`src/uart_cfg_consts.svh`:
```
// offsets, field positions, reset values and widths for the mode and baud block
`ifndef UART_CFG_CONSTS_SVH
`define UART_CFG_CONSTS_SVH
`define OFS_CORE_CTRL     8'h00
`define OFS_MODE_CTRL     8'h08
`define OFS_BAUD_DIVIDER  8'h0c
`define OFS_ERR_STATUS    8'h1c
`define BIT_ERR_IRQ_EN    0
`define BIT_IR_EN         1
`define BIT_IR_LOW_POWER  2
`define BIT_HALF_DUPLEX   3
`define BIT_SC_REJECT     4
`define BIT_XCVR_EN       0
`define BIT_OVERSAMPLE_8X 1
`define BIT_SYNC_SLAVE    2
`define BIT_DIV_RSV_8X    3
`define RST_BAUD_DIVIDER  16'h0000
`define RST_MODE_CTRL     5'h00
`define RST_CORE_CTRL     3'h0
`define DIV_W             16
`endif

```
`src/uart_cfg_pkg.sv`:
```
// types shared by the mode and baud configuration block
package uart_cfg_pkg;
   typedef struct packed {
      logic smartcard_parity_reject_enable;
      logic half_duplex_select;
      logic infrared_low_power;
      logic infrared_enable;
      logic error_irq_enable;
   } mode_ctrl_t;
   typedef struct packed {
      logic sync_slave_mode;
      logic oversample_by_eight;
      logic transceiver_enable;
   } core_ctrl_t;
   typedef struct packed {
      logic slave_underrun_flag;
      logic noise_flag;
      logic overrun_flag;
      logic framing_error_flag;
   } err_flags_t;
   typedef enum logic [1:0] {
      SEL_NONE,
      SEL_CORE,
      SEL_MODE,
      SEL_BAUD
   } wsel_t;
endpackage

```
`src/uart_mode_baud_cfg.sv`:
```
// mode-control bits, baud divider and error interrupt of the serial transceiver
//
// Our own choice: the Wishbone slave port.
`timescale 1ns/100ps
`include "uart_cfg_consts.svh"

module uart_mode_baud_cfg #(
   parameter bit HAS_IRDA      = 1'b1,
   parameter bit HAS_SMARTCARD = 1'b1
) (
   // clock and reset
   input  wire logic                      clk_i,
   input  wire logic                      rst_i,
   // wishbone slave
   input  wire logic                      cyc_i,
   input  wire logic                      stb_i,
   input  wire logic                      we_i,
   input  wire logic [7:0]                adr_i,
   input  wire logic [3:0]                sel_i,
   input  wire logic [31:0]               dat_i,
   output logic      [31:0]               dat_o,
   output logic                           ack_o,
   // datapath status and auto baud detection
   input  wire uart_cfg_pkg::err_flags_t  err_flags_i,
   input  wire logic                      autobaud_load_i,
   input  wire logic [`DIV_W-1:0]         autobaud_value_i,
   // configuration to the transceiver
   output uart_cfg_pkg::mode_ctrl_t       mode_o,
   output uart_cfg_pkg::core_ctrl_t       core_o,
   output logic      [`DIV_W-1:0]         baud_divisor_value_o,
   output logic                           error_irq_o
);
   import uart_cfg_pkg::*;

   mode_ctrl_t         mode_r;
   core_ctrl_t         core_r;
   logic [`DIV_W-1:0]  baud_divider_r;
   logic [`DIV_W-1:0]  divisor_nxt;
   logic [31:0]        rdata_nxt;
   logic               ack_r;
   logic               wr_commit;
   logic               locked;
   logic               irq_nxt;
   wsel_t              wsel;

   // address decode shared by read and write paths
   function automatic wsel_t decode(input logic [7:0] a);
      case ({a[7:2], 2'b00})
         `OFS_CORE_CTRL:    decode = SEL_CORE;
         `OFS_MODE_CTRL:    decode = SEL_MODE;
         `OFS_BAUD_DIVIDER: decode = SEL_BAUD;
         default:           decode = SEL_NONE;
      endcase
   endfunction

   assign wsel      = decode(adr_i);
   assign locked    = core_r.transceiver_enable;
   // a write lands on the edge where the master sees ack
   assign wr_commit = cyc_i & stb_i & we_i & ack_r;

   // one wait state: ack one edge after the request, dropped the next
   always_ff @(posedge clk_i) begin
      if (rst_i) begin
         ack_r <= 1'b0;
      end else begin
         ack_r <= cyc_i & stb_i & ~ack_r;
      end
   end

   // enable, oversampling and sync-slave bits are always writable
   always_ff @(posedge clk_i) begin
      if (rst_i) begin
         core_r <= `RST_CORE_CTRL;
      end else if (wr_commit && wsel == SEL_CORE && sel_i[0]) begin
         core_r.transceiver_enable  <= dat_i[`BIT_XCVR_EN];
         core_r.oversample_by_eight <= dat_i[`BIT_OVERSAMPLE_8X];
         core_r.sync_slave_mode     <= dat_i[`BIT_SYNC_SLAVE];
      end
   end

   always_ff @(posedge clk_i) begin
      if (rst_i) begin
         mode_r <= `RST_MODE_CTRL;
      end else if (wr_commit && wsel == SEL_MODE && sel_i[0]) begin
         mode_r.error_irq_enable <= dat_i[`BIT_ERR_IRQ_EN];
         // the rest hold their value while the transceiver runs
         if (!locked) begin
            mode_r.half_duplex_select <= dat_i[`BIT_HALF_DUPLEX];
            mode_r.infrared_low_power <= HAS_IRDA & dat_i[`BIT_IR_LOW_POWER];
            mode_r.infrared_enable    <= HAS_IRDA & dat_i[`BIT_IR_EN];
            mode_r.smartcard_parity_reject_enable <=
               HAS_SMARTCARD & dat_i[`BIT_SC_REJECT];
         end
      end
   end

   // auto baud detection overrides software and ignores the lock
   always_ff @(posedge clk_i) begin
      if (rst_i) begin
         baud_divider_r <= `RST_BAUD_DIVIDER;
      end else if (autobaud_load_i) begin
         baud_divider_r <= autobaud_value_i;
      end else if (wr_commit && wsel == SEL_BAUD && !locked) begin
         for (int b = 0; b < 2; b++) begin
            if (sel_i[b]) begin
               baud_divider_r[b*8 +: 8] <= dat_i[b*8 +: 8];
            end
         end
      end
   end

   // divider bit 3 is left out in 8x mode, software must keep it clear
   always_comb begin
      if (core_r.oversample_by_eight) begin
         divisor_nxt = {baud_divider_r[15:4], baud_divider_r[2:0], 1'b0};
      end else begin
         divisor_nxt = baud_divider_r;
      end
   end

   // underrun only counts as an error in synchronous slave mode
   always_comb begin
      irq_nxt = mode_r.error_irq_enable &
                (err_flags_i.framing_error_flag | err_flags_i.overrun_flag |
                 err_flags_i.noise_flag |
                 (err_flags_i.slave_underrun_flag & core_r.sync_slave_mode));
   end

   // reserved bits above the fields read as zero
   always_comb begin
      rdata_nxt = 32'h0000_0000;
      case (wsel)
         SEL_CORE: begin
            rdata_nxt[`BIT_XCVR_EN]    = core_r.transceiver_enable;
            rdata_nxt[`BIT_OVERSAMPLE_8X] = core_r.oversample_by_eight;
            rdata_nxt[`BIT_SYNC_SLAVE] = core_r.sync_slave_mode;
         end
         SEL_MODE: begin
            rdata_nxt[`BIT_ERR_IRQ_EN]   = mode_r.error_irq_enable;
            rdata_nxt[`BIT_IR_EN]        = mode_r.infrared_enable;
            rdata_nxt[`BIT_IR_LOW_POWER] = mode_r.infrared_low_power;
            rdata_nxt[`BIT_HALF_DUPLEX]  = mode_r.half_duplex_select;
            rdata_nxt[`BIT_SC_REJECT]    = mode_r.smartcard_parity_reject_enable;
         end
         SEL_BAUD: begin
            rdata_nxt[`DIV_W-1:0] = baud_divider_r;
         end
         default: begin
            if ({adr_i[7:2], 2'b00} == `OFS_ERR_STATUS) begin
               rdata_nxt[3:0] = err_flags_i;
               rdata_nxt[4]   = error_irq_o;
            end
         end
      endcase
   end

   always_ff @(posedge clk_i) begin
      if (rst_i) begin
         dat_o <= 32'h0000_0000;
      end else if (cyc_i && stb_i && !ack_r) begin
         dat_o <= rdata_nxt;
      end
   end

   always_ff @(posedge clk_i) begin
      if (rst_i) begin
         baud_divisor_value_o <= `RST_BAUD_DIVIDER;
         error_irq_o          <= 1'b0;
      end else begin
         baud_divisor_value_o <= divisor_nxt;
         error_irq_o          <= irq_nxt;
      end
   end

   assign ack_o  = ack_r;
   assign mode_o = mode_r;
   assign core_o = core_r;

   // checks
   a_reject_locked: assert property (@(posedge clk_i) disable iff (rst_i)
      locked |=> $stable(mode_r.smartcard_parity_reject_enable))
      else $error("parity reject bit changed while enabled");

   a_reject_write: assert property (@(posedge clk_i) disable iff (rst_i)
      (wr_commit && wsel == SEL_MODE && sel_i[0] && !locked && HAS_SMARTCARD)
      |=> mode_r.smartcard_parity_reject_enable == $past(dat_i[4]))
      else $error("parity reject bit not written");

   a_duplex_write: assert property (@(posedge clk_i) disable iff (rst_i)
      (wr_commit && wsel == SEL_MODE && sel_i[0] && !locked)
      |=> mode_r.half_duplex_select == $past(dat_i[3]))
      else $error("half duplex bit not written");

   a_lowpower_write: assert property (@(posedge clk_i) disable iff (rst_i)
      (wr_commit && wsel == SEL_MODE && sel_i[0] && !locked && HAS_IRDA)
      |=> mode_r.infrared_low_power == $past(dat_i[2]))
      else $error("infrared low power bit not written");

   a_irenable_write: assert property (@(posedge clk_i) disable iff (rst_i)
      (wr_commit && wsel == SEL_MODE && sel_i[0] && !locked && HAS_IRDA)
      |=> mode_r.infrared_enable == $past(dat_i[1]))
      else $error("infrared enable bit not written");

   a_irenable_hold: assert property (@(posedge clk_i) disable iff (rst_i)
      !(wr_commit && wsel == SEL_MODE) |=> $stable(mode_r.infrared_enable))
      else $error("infrared enable changed without software");

   a_mode_locked: assert property (@(posedge clk_i) disable iff (rst_i)
      locked |=> $stable(mode_r.half_duplex_select) && $stable(mode_r.infrared_low_power)
                 && $stable(mode_r.infrared_enable))
      else $error("locked mode bit changed");

   a_absent_zero: assert property (@(posedge clk_i) disable iff (rst_i)
      (!HAS_IRDA |-> !mode_r.infrared_enable && !mode_r.infrared_low_power) and
      (!HAS_SMARTCARD |-> !mode_r.smartcard_parity_reject_enable))
      else $error("absent feature bit set");

   a_errirq_write: assert property (@(posedge clk_i) disable iff (rst_i)
      (wr_commit && wsel == SEL_MODE && sel_i[0])
      |=> mode_r.error_irq_enable == $past(dat_i[0]))
      else $error("error interrupt enable not written");

   a_err_irq: assert property (@(posedge clk_i) disable iff (rst_i)
      (mode_r.error_irq_enable && (err_flags_i[2:0] != 3'h0)) |=> error_irq_o)
      else $error("error interrupt missing");

   a_irq_masked: assert property (@(posedge clk_i) disable iff (rst_i)
      !mode_r.error_irq_enable |=> !error_irq_o)
      else $error("error interrupt while masked");

   a_underrun_sync: assert property (@(posedge clk_i) disable iff (rst_i)
      (err_flags_i == 4'h8 && !core_r.sync_slave_mode) |=> !error_irq_o)
      else $error("underrun raised interrupt outside sync slave");

   a_underrun_slave: assert property (@(posedge clk_i) disable iff (rst_i)
      (err_flags_i == 4'h8 && core_r.sync_slave_mode && mode_r.error_irq_enable)
      |=> error_irq_o)
      else $error("underrun missed interrupt in sync slave");

   a_div_locked: assert property (@(posedge clk_i) disable iff (rst_i)
      (locked && !autobaud_load_i) |=> $stable(baud_divider_r))
      else $error("divider changed while enabled");

   a_div_write: assert property (@(posedge clk_i) disable iff (rst_i)
      (wr_commit && wsel == SEL_BAUD && !locked && !autobaud_load_i && sel_i == 4'hf)
      |=> baud_divider_r == $past(dat_i[15:0]))
      else $error("divider write not taken");

   a_autobaud: assert property (@(posedge clk_i) disable iff (rst_i)
      autobaud_load_i |=> baud_divider_r == $past(autobaud_value_i))
      else $error("auto baud value not loaded");

   a_div_reset: assert property (@(posedge clk_i) disable iff (rst_i)
      $fell(rst_i) |-> baud_divider_r == 16'h0000 ##1 baud_divisor_value_o == 16'h0000)
      else $error("divider not zero after reset");

   a_div_16x: assert property (@(posedge clk_i) disable iff (rst_i)
      !core_r.oversample_by_eight |=> baud_divisor_value_o == $past(baud_divider_r))
      else $error("16x divisor mismatch");

   a_div_8x: assert property (@(posedge clk_i) disable iff (rst_i)
      core_r.oversample_by_eight |=> baud_divisor_value_o ==
         {$past(baud_divider_r[15:4]), $past(baud_divider_r[2:0]), 1'b0})
      else $error("8x divisor mismatch");

   a_locked_hold: assert property (@(posedge clk_i) disable iff (rst_i)
      (wr_commit && locked && wsel == SEL_BAUD && !autobaud_load_i)
      |=> baud_divider_r == $past(baud_divider_r))
      else $error("locked divider took a write");

   // bus handshake: one wait state, then a single-cycle acknowledge
   a_ack_answer: assert property (@(posedge clk_i) disable iff (rst_i)
      (cyc_i && stb_i && !ack_r) |=> ack_r)
      else $error("request not acknowledged");

   a_ack_pulse: assert property (@(posedge clk_i) disable iff (rst_i)
      ack_r |=> !ack_r)
      else $error("acknowledge held too long");

endmodule // uart_mode_baud_cfg

```
`config.mk`:
```
export PLATFORM = sky130hd
export DESIGN_NAME = uart_mode_baud_cfg
export DESIGN_NICKNAME = d
export VERILOG_FILES = /design/src/uart_cfg_pkg.sv /design/src/uart_mode_baud_cfg.sv
export VERILOG_INCLUDE_DIRS = /design/src
export SDC_FILE = /design/constraint.sdc
export NUM_CORES = 1
export LEC_CHECK = 0
export BUFFER_PORTS_ARGS = -buffer_cell sky130_fd_sc_hd__buf_2
export CAP_MARGIN = 10
export CELL_PAD_IN_SITES_DETAIL_PLACEMENT = 1
export CELL_PAD_IN_SITES_GLOBAL_PLACEMENT = 1
export CORE_MARGIN = 8
export CORE_UTILIZATION = 36
export CTS_BUF_LIST = sky130_fd_sc_hd__clkbuf_2 sky130_fd_sc_hd__clkbuf_4 sky130_fd_sc_hd__clkbuf_8
export DETAILED_ROUTE_END_ITERATION = 10
export GPL_TIMING_DRIVEN = 0
export PLACE_DENSITY = 0.86
export SYNTH_ARGS = -nofsm -noshare
export SYNTH_HDL_FRONTEND = slang
export SYNTH_SLANG_ARGS = --single-unit
```
`constraint.sdc`:
```
create_clock -name clk_i -period 5.3 [get_ports clk_i]
set_input_delay 1.06 -clock clk_i [delete_from_list [all_inputs] [get_ports clk_i]]
set_output_delay 1.06 -clock clk_i [all_outputs]
set_load 0.005 [all_outputs]
```
---- Word-level counts from Yosys, hierarchy flattened ----
Cells that the tools add are included.
word-level totals
  memories ................................ 0
  bits in read-only memories .............. 0
  logic and storage cells ................. 60
  bits in latches ......................... 0
  register bits after elaboration ......... 58
  bits in writable memories ............... 0
  output and inout bits ................... 58
  input port bits ......................... 70
cells by class
  reductions and logical operators ........ 18
  add/sub/neg operators ................... 0
  bitwise gates (word level) .............. 11
  shifts and indexed selects .............. 0
  multiplexer cells ....................... 10
  $mul .................................... 0
  $lt $le $gt $ge ......................... 0
  divide/modulo/power cells ............... 0
  equality and inequality tests ........... 6
operator list
  kind                                                 number
  two-way mux 16 bit                                   2
  two-way mux 8 bit                                    2
  equality test 6 x 2 -> 1 bit, second input constant  2
  one-hot mux 2 bit (3 select lines)                   2
  two-way mux 11 bit                                   1
  one-hot mux 3 bit (3 select lines)                   1
  logical AND 1 bit                                    8
  AND 1 bit                                            6
  equality test 6 x 3 -> 1 bit, second input constant  1
  zero test 6 bit                                      1
  AND reduction 2 bit                                  3
  nonzero test 2 bit                                   3
  two-way mux 5 bit                                    1
  equality test 2 bit, second input constant           2
  two-way mux 4 bit                                    1
  bitwise OR 1 bit                                     3
  equality test 2 x 1 -> 1 bit, second input constant  1
  zero test 1 bit                                      2
  NOT 1 bit                                            2
  OR reduction 2 bit                                   1

---- Depth between registers and ports, before layout ----
Gate-level depths: netlist of run 1.
  depth in word-level cells ............... 7
  depth in mapped cells ................... 6
  depth with buffers taken out ............ 4

---- Worst setup path after synthesis of run 1 ----
OpenSTA, ideal clock, no wires.
  path kind ............................... in2reg
  from .................................... in adr_i[7]
  to ...................................... reg baud_divider_r[0]
  buffers on the path ..................... 1
  setup time .............................. 0.137 ns
  setup slack ............................. 2.722 ns
  stages on the path ...................... 5
  required time ........................... 5.163 ns
  data arrival time ....................... 2.441 ns
  cell sequence ........................... or3_4 -> buf_6 -> nor4_4 -> mux2i_1 -> a211oi_1
on the way
  word-level cells in the longest chain between the ends .. 7
  elaborated cells between the ends (all ways) .. 9
  those cells by class .................... eq/ne: 3; mux: 1; reduce/logical: 5
ends and longest elaborated chain
  element                                                                 line                       RTL
  start: declaration                                                      uart_mode_baud_cfg.sv:18   input wire logic [7:0] adr_i,
  equality test 6 x 2 -> 1 bit / zero test 6 bit (equally long branches)  uart_mode_baud_cfg.sv:48   case ({a[7:2], 2'b00})
  one-hot mux 2 bit (3 select lines) *                                    uart_mode_baud_cfg.sv:48
  equality test 2 bit *                                                   uart_mode_baud_cfg.sv:103  end else if (wr_commit && wsel == SEL_BAUD && !locked) begin
  logical AND 1 bit * (2 in series)                                       uart_mode_baud_cfg.sv:103
  nonzero test 2 bit (no line) *                                          -
  AND reduction 2 bit (no line) *                                         -
  end signal: assignment                                                  uart_mode_baud_cfg.sv:100  baud_divider_r <= `RST_BAUD_DIVIDER;
  end signal: assignment                                                  uart_mode_baud_cfg.sv:102  baud_divider_r <= autobaud_value_i;
  end signal: indexed assignment                                          uart_mode_baud_cfg.sv:106  baud_divider_r[b*8 +: 8] <= dat_i[b*8 +: 8];
  end: declaration                                                        uart_mode_baud_cfg.sv:37   logic [`DIV_W-1:0] baud_divider_r;
Every way passes the cells marked *; elsewhere a longest branch is shown, timed or not.
A chain may end at the register's enable or synchronous reset.

---- Final worst setup path of run 1 ----
  from .................................... in adr_i[4]
  to ...................................... reg baud_divider_r[0]
The elaborated chain is that of the path after synthesis.

==> results of run 1 <==
==> per-stage QoR <==
step | worst slack, ps | hold WS (ps)
detailed placement | 2280 | 450
CTS | 2620 | 468
global placement | 2380 | 438
global route | 2470 | 484
finish | 2610 | 462
floorplan | 2720 | 448
==> report_power, final <==
group,switching [W],internal (W)
clock,0.000183,0.000182
combinational,0.0000536,0.0000463
sequential,0.0000102,0.000452
total,0.000247,0.000680
==> cell type report <==
| type | count | share of cell area |
|---|---|---|
| Buffer | 35 | 0.0633 |
| Timing Repair Buffer | 89 | 0.136 |
| Inverter | 4 | 0.00458 |
| Clock inverter | 6 | 0.0130 |
| Tap cell | 80 | 0.0305 |
| Sequential cell | 58 | 0.354 |
| Multi-Input combinational cell | 189 | 0.357 |
| Clock buffer | 10 | 0.0420 |
==> logic make-up after synthesis <==
logic type / synth area share
AOI/OAI and AO/OA: 0.119
buffers and inverters: 0.0892
DFF: 0.465
muxes: 0.116
other: 0.00150
and+or+nand+nor: 0.209
==> synth_stat cells, drive strengths merged <==
cell type | count | area, µm²
dfxtp | 58 | 1160
nor2 | 32 | 120
mux2i | 29 | 290
buf | 22 | 159
a21oi | 17 | 85.1
nand2 | 16 | 60.1
a211oi | 15 | 113
clkbuf | 13 | 48.8
nor2b | 12 | 75.1
nand3 | 11 | 55.1
nor3 | 9 | 45.0
and2 | 4 | 25.0
nand3b | 4 | 30.0
o41ai | 4 | 53.8
inv | 3 | 11.3
nand4 | 3 | 18.8
nor3b | 3 | 22.5
o21ai | 3 | 15.0
o21bai | 3 | 22.5
nand2b | 2 | 12.5
a2111oi | 1 | 8.76
and4 | 1 | 8.76
clkinv | 1 | 3.75
conb | 1 | 3.75
nor4 | 1 | 21.3
or2 | 1 | 6.26
or3 | 1 | 11.3
or4b | 1 | 10.0
==> cell usage in the layout (no fill, tap or decap), types with 3 or more instances in the layout <==
cell type and count:
buf_2 90, dfxtp_1 58, nor2_1 32, mux2i_1 29, buf_4 18, a21oi_1 17, nand2_1 16, conb_1 16
a211oi_1 15, clkbuf_1 13, nor2b_1 12, nand3_1 11, clkbuf_8 10, nor3_1 9, and2_1 4, nand3b_1 4
inv_1 3, o21ai_0 3, o41ai_1 3, nand4_1 3, o21bai_1 3, nor3b_1 3
==> worst min-delay path: stages (launching register included) <==
cell,delay [ps]
dfxtp_1,310
nand2_1,50
a21oi_1,50
==> registers in the layout, summed over array words and instances, names as in the netlist <==
| register | cells |
|---|---|
| error_irq_o | 1 |
| dat_o | 16 |
| locked | 1 |
| mode_o | 5 |
| ack_o | 1 |
| core_o | 2 |
| baud_divisor_value_o | 16 |
| baud_divider_r | 16 |
==> per-layer routing <==
metal  vias up  GRT usage  wire length (µm)
met1      1078      0.176              3300
met3        15     0.0405               389
met2        66      0.288              4070
li1       1140          -                 -
met4         0     0.0827               176
met5         -          0                 0
==> worst min-delay path by stage <==
stage,slack (ps),from,to
global placement,440,dat_o[5],dat_o[5]
detailed placement,450,dat_o[7],dat_o[7]
floorplan,450,dat_o[10],dat_o[10]
CTS,470,dat_o[15],dat_o[15]
global route,480,dat_o[14],dat_o[14]
finish,460,dat_o[14],dat_o[14]
==> metrics.txt, run 1 <==
Via density ~4.9; Die ar. 0.00986 mm²; drt drc 0; CP required 5540 ps; CP bufs+invs 2; CTS resizes 0; worst r2r src ack_o; core footprint 0.00676 mm²; Clock Latency Late Sink 330 ps; Worst-path clk slew ~70 ps; first-pass GRT wire length 12800 µm; Worst Path Arrival roughly 2900 ps; Syn. warnings 0; GPL Wtd Cong 0.844; CTS root buffer clkbuf_8; Final Util 0.485; Final Hold Fails 0; share of layout cells above drive strength 1 0.330; Area after DPL 0.00310 mm²; Mapped Cells 271; Die Y ~99 µm; post-route insts no fill about 470; critical path's top delay family simple AND/OR/NAND/NOR gates; Max VDD drop ~0.18 mV; FF-to-FF setup slack 3340 ps; Final min period about 2700 ps; pin count of the biggest net entering global routing 12; power per cell area 283 mW/mm²; skew final 8.64 ps; H-tree lvl count 3; Filler Cell Count 848; DRT antenna net count 0; drt first pass iters 4; Area growth, synth to finish 31.3%; CTS Hold Buffers Added 0; design area 0.00328 mm²; Tcrit/Tclk final 0.507; # IOs 128; Critical R2R Capture baud_divider_r[0]; Multi-input gate area ~0.0012 mm²; clk sink count 58; CP Class input pin to flop; sequential area share after synthesis 0.465; die width 99.3 µm; dpl hpwl 6470 µm; r2r worst-path depth 4; worst slew pin tran ~760 ps; wire per inst 16.9 µm; antenna violations before repair 0; FP Rows 30; Bufs on Longest Clock Path 2; Initial Util 0.370; post-CTS setup buffers 0; nets 456; worst hold stages 2; achievable frequency 372 MHz; crit path cell chain buf_2, buf_4, nand3b_1, nor4_4, mux2i_1, a211oi_1; Setup TNS 0 ps; slowest stage delay, CP 780 ps; register bit count reported by yosys 58; critical path capture point baud_divider_r[0]; Slew Limit Fails 0; total power around 0.0009 W; register area roughly 0.0012 mm²; Max Cap Viol 0; status completed; Avg Inst Size Synth between 9 and 10 µm²; gr usage total 0.163; Placed Instances 455; CP max-delay cell nor4_4; Ant. Diodes 0; Crit. End Element flop; I/O Buffers 89; Crit. path cell count 6; Startpoint Class input pin; final WL 7940 µm; CTS Buf Count 9; Unique masters post-synth 32; vias in the first global route 2588; Leak Pwr 1.55 nW; Hold Crit Class flop to flop; RSZ-0062 raised after global routing no; setup violators final 0; grt total ovfl 0; Mapped Area 0.00250 mm²; Worst slew margin 0.486; CTS tree done; routed vias 2299; drt initial violations 123; Crit Path Max Fanout 10; crit path from adr_i[4]
(Power assumes the default switching activity.)
==> run 2: changes to the inputs <==
--- a/config.mk
+++ b/config.mk
@@ -11,11 +11,11 @@
 export CELL_PAD_IN_SITES_DETAIL_PLACEMENT = 1
 export CELL_PAD_IN_SITES_GLOBAL_PLACEMENT = 1
 export CORE_MARGIN = 8
-export CORE_UTILIZATION = 36
+export CORE_UTILIZATION = 33
 export CTS_BUF_LIST = sky130_fd_sc_hd__clkbuf_2 sky130_fd_sc_hd__clkbuf_4 sky130_fd_sc_hd__clkbuf_8
 export DETAILED_ROUTE_END_ITERATION = 10
 export GPL_TIMING_DRIVEN = 0
-export PLACE_DENSITY = 0.86
+export PLACE_DENSITY = 0.79
 export SYNTH_ARGS = -nofsm -noshare
 export SYNTH_HDL_FRONTEND = slang
 export SYNTH_SLANG_ARGS = --single-unit
==> constraint.sdc (replaced) <==
create_clock -name clk_i -period 2.5 [get_ports clk_i]
set_input_delay 0.5 -clock clk_i [delete_from_list [all_inputs] [get_ports clk_i]]
set_output_delay 0.5 -clock clk_i [all_outputs]
set_load 0.005 [all_outputs]
==> run 2 against run 1 <==
Compared with the run above: first-iteration DRC count decreased by 33%; sequential share of layout area decreased by 0.49 points; power increased by 130%; sequential power increased by 110%; via count decreased by 0.30%; register-to-register slack got worse by 2800 ps; setup slack got worse by 2200 ps; critical path depth unchanged; critical path type unchanged; largest power group unchanged; highest routed layer unchanged.
==> metrics.txt, run 2 (synthesis results as in run 1) <==
CTS tree done; vias in the first global route 2478; post-CTS setup buffers 0; Hold Worst Slack ~420 ps; status completed; Die ar. 0.0106 mm²; Via density between 4 and 5; Placed Instances about 470; Leak Pwr approximately 1.6 nW; worst r2r src ack_o; drt drc 0; critical path's top delay family simple AND/OR/NAND/NOR gates; Initial Util 0.342; routed vias 2292; pre-CTS WS 53.0 ps; GPL Wtd Cong 0.905; CP Class input pin to flop; CTS root buffer clkbuf_8; die width 103 µm; Hold Crit Class input pin to flop; Setup TNS 0 ps; share of layout cells above drive strength 1 0.330; Crit Path Max Fanout 10; CP required 2760 ps; total power 0.00209 W; Bufs on Longest Clock Path 2; # IOs 128; I/O Buffers 89; Die Y about 100 µm; Final WS setup 379 ps; skew final between 6 and 7 ps; Area growth, synth to finish 33.2%; Final Hold Fails 0; Startpoint Class input pin; dpl hpwl 6360 µm; CTS resizes 0; nets 456; CTS Hold Buffers Added 0; Max Cap Viol 0; FF-to-FF setup slack approximately 570 ps; Worst Path Arrival 2380 ps; Final min period 2120 ps; worst slew pin tran 780 ps; critical path capture point baud_divider_r[0]; CP max-delay cell nor4_4; Max VDD drop 0.355 mV; setup violators final 0; slowest stage delay, CP 790 ps; Critical R2R Capture baud_divider_r[0]; register area 0.00116 mm²; top flop regs baud_divider_r (16), baud_divisor_value_o (16), dat_o (16); RSZ-0062 raised after global routing no; final WL about 8000 µm; crit path cell chain buf_2, buf_4, nand3b_1, nor4_4, mux2i_1, a211oi_1; gr usage total 0.156; pin count of the biggest net entering global routing 12; DRT antenna net count 0; Crit. path cell count 6; Filler Cell Count 929; drt initial violations 82; CTS Buf Count 9; post-route insts no fill slightly below 500; wire per inst 16.4 µm; H-tree lvl count 3; Crit. End Element flop; Slew Limit Fails 0; drt first pass iters 4; CP bufs+invs 2; Worst-path clk slew 70 ps; achievable frequency about 470 MHz; Tcrit/Tclk final 0.848; crit path from adr_i[4]; Multi-input gate area 0.00117 mm²; clk sink count 58; Ant. Diodes 0; first-pass GRT wire length 12500 µm; most frequent cells in the layout buf_2 (90), dfxtp_1 (58), nor2_1 (32); grt total ovfl 0; power per cell area 628 mW/mm²; r2r worst-path depth 4; core footprint 0.00729 mm²; FP Rows 31; Clock Latency Late Sink 340 ps; antenna violations before repair 0; Worst slew margin 0.476; commonest non-fill, non-tap cell in the layout buf_2
==> run 2: changes by cell type in the layout (fill, tap and decap cells not counted), sizes merged <==
| cell | before | now |
|---|---|---|
| bufinv | 0 | 1 |
| inv | 3 | 4 |
| clkinvlp | 2 | 1 |
| clkinv | 5 | 4 |
==> run 2: layout make-up <==
type / count / share of cell area
multi-input combinational: 189 / 0.352
buffer: 35 / 0.0625
clock inverter: 6 / 0.0196
clock buffer: 10 / 0.0414
tap: 99 / 0.0372
sequential: 58 / 0.349
inverter: 4 / 0.00451
timing repair buffer: 89 / 0.134
==> run 2: through the flow <==
stage                     cell area [µm²]   util
final                                3330  0.456
after global routing                 3330  0.456
after CTS                            3330  0.456
after detailed placement             3120  0.428
after global placement               3120  0.428
after floorplan                      2550      -
==> run 2: worst min-delay path, delay by kind of cell <==
family / cells / cell delay (ps)
buffers and inverters: 1 / 90
muxes: 1 / 70
and+or+nand+nor: 1 / 70
==> run 2: power breakdown <==
| group | switching [W] | internal, W | total, W |
|---|---|---|---|
| clock network | 0.000408 | 0.000489 | 0.000897 |
| registers | 0.0000214 | 0.000958 | 0.000979 |
| logic | 0.000114 | 0.0000982 | 0.000212 |
==> run 2: worst min path at each step <==
stage | start | to | depth (start not counted)
2_1_floorplan | dat_o[10] | dat_o[10] | 2
3_3_place_gp | dat_o[5] | dat_o[5] | 2
3_5_place_dp | dat_o[11] | dat_o[11] | 2
4_1_cts | autobaud_value_i[7] | baud_divider_r[7] | 3
5_1_grt | autobaud_value_i[5] | baud_divider_r[5] | 3
6_report | dat_i[3] | mode_o[3] | 3
==> run 2: metal layers <==
metal | global-route usage | vias up | wire length, µm
met5 | 0 | - | 0
met3 | 0.0540 | 11 | 526
met2 | 0.259 | 59 | 3860
met4 | 0.0501 | 0 | 108
li1 | - | 1139 | -
met1 | 0.183 | 1083 | 3530
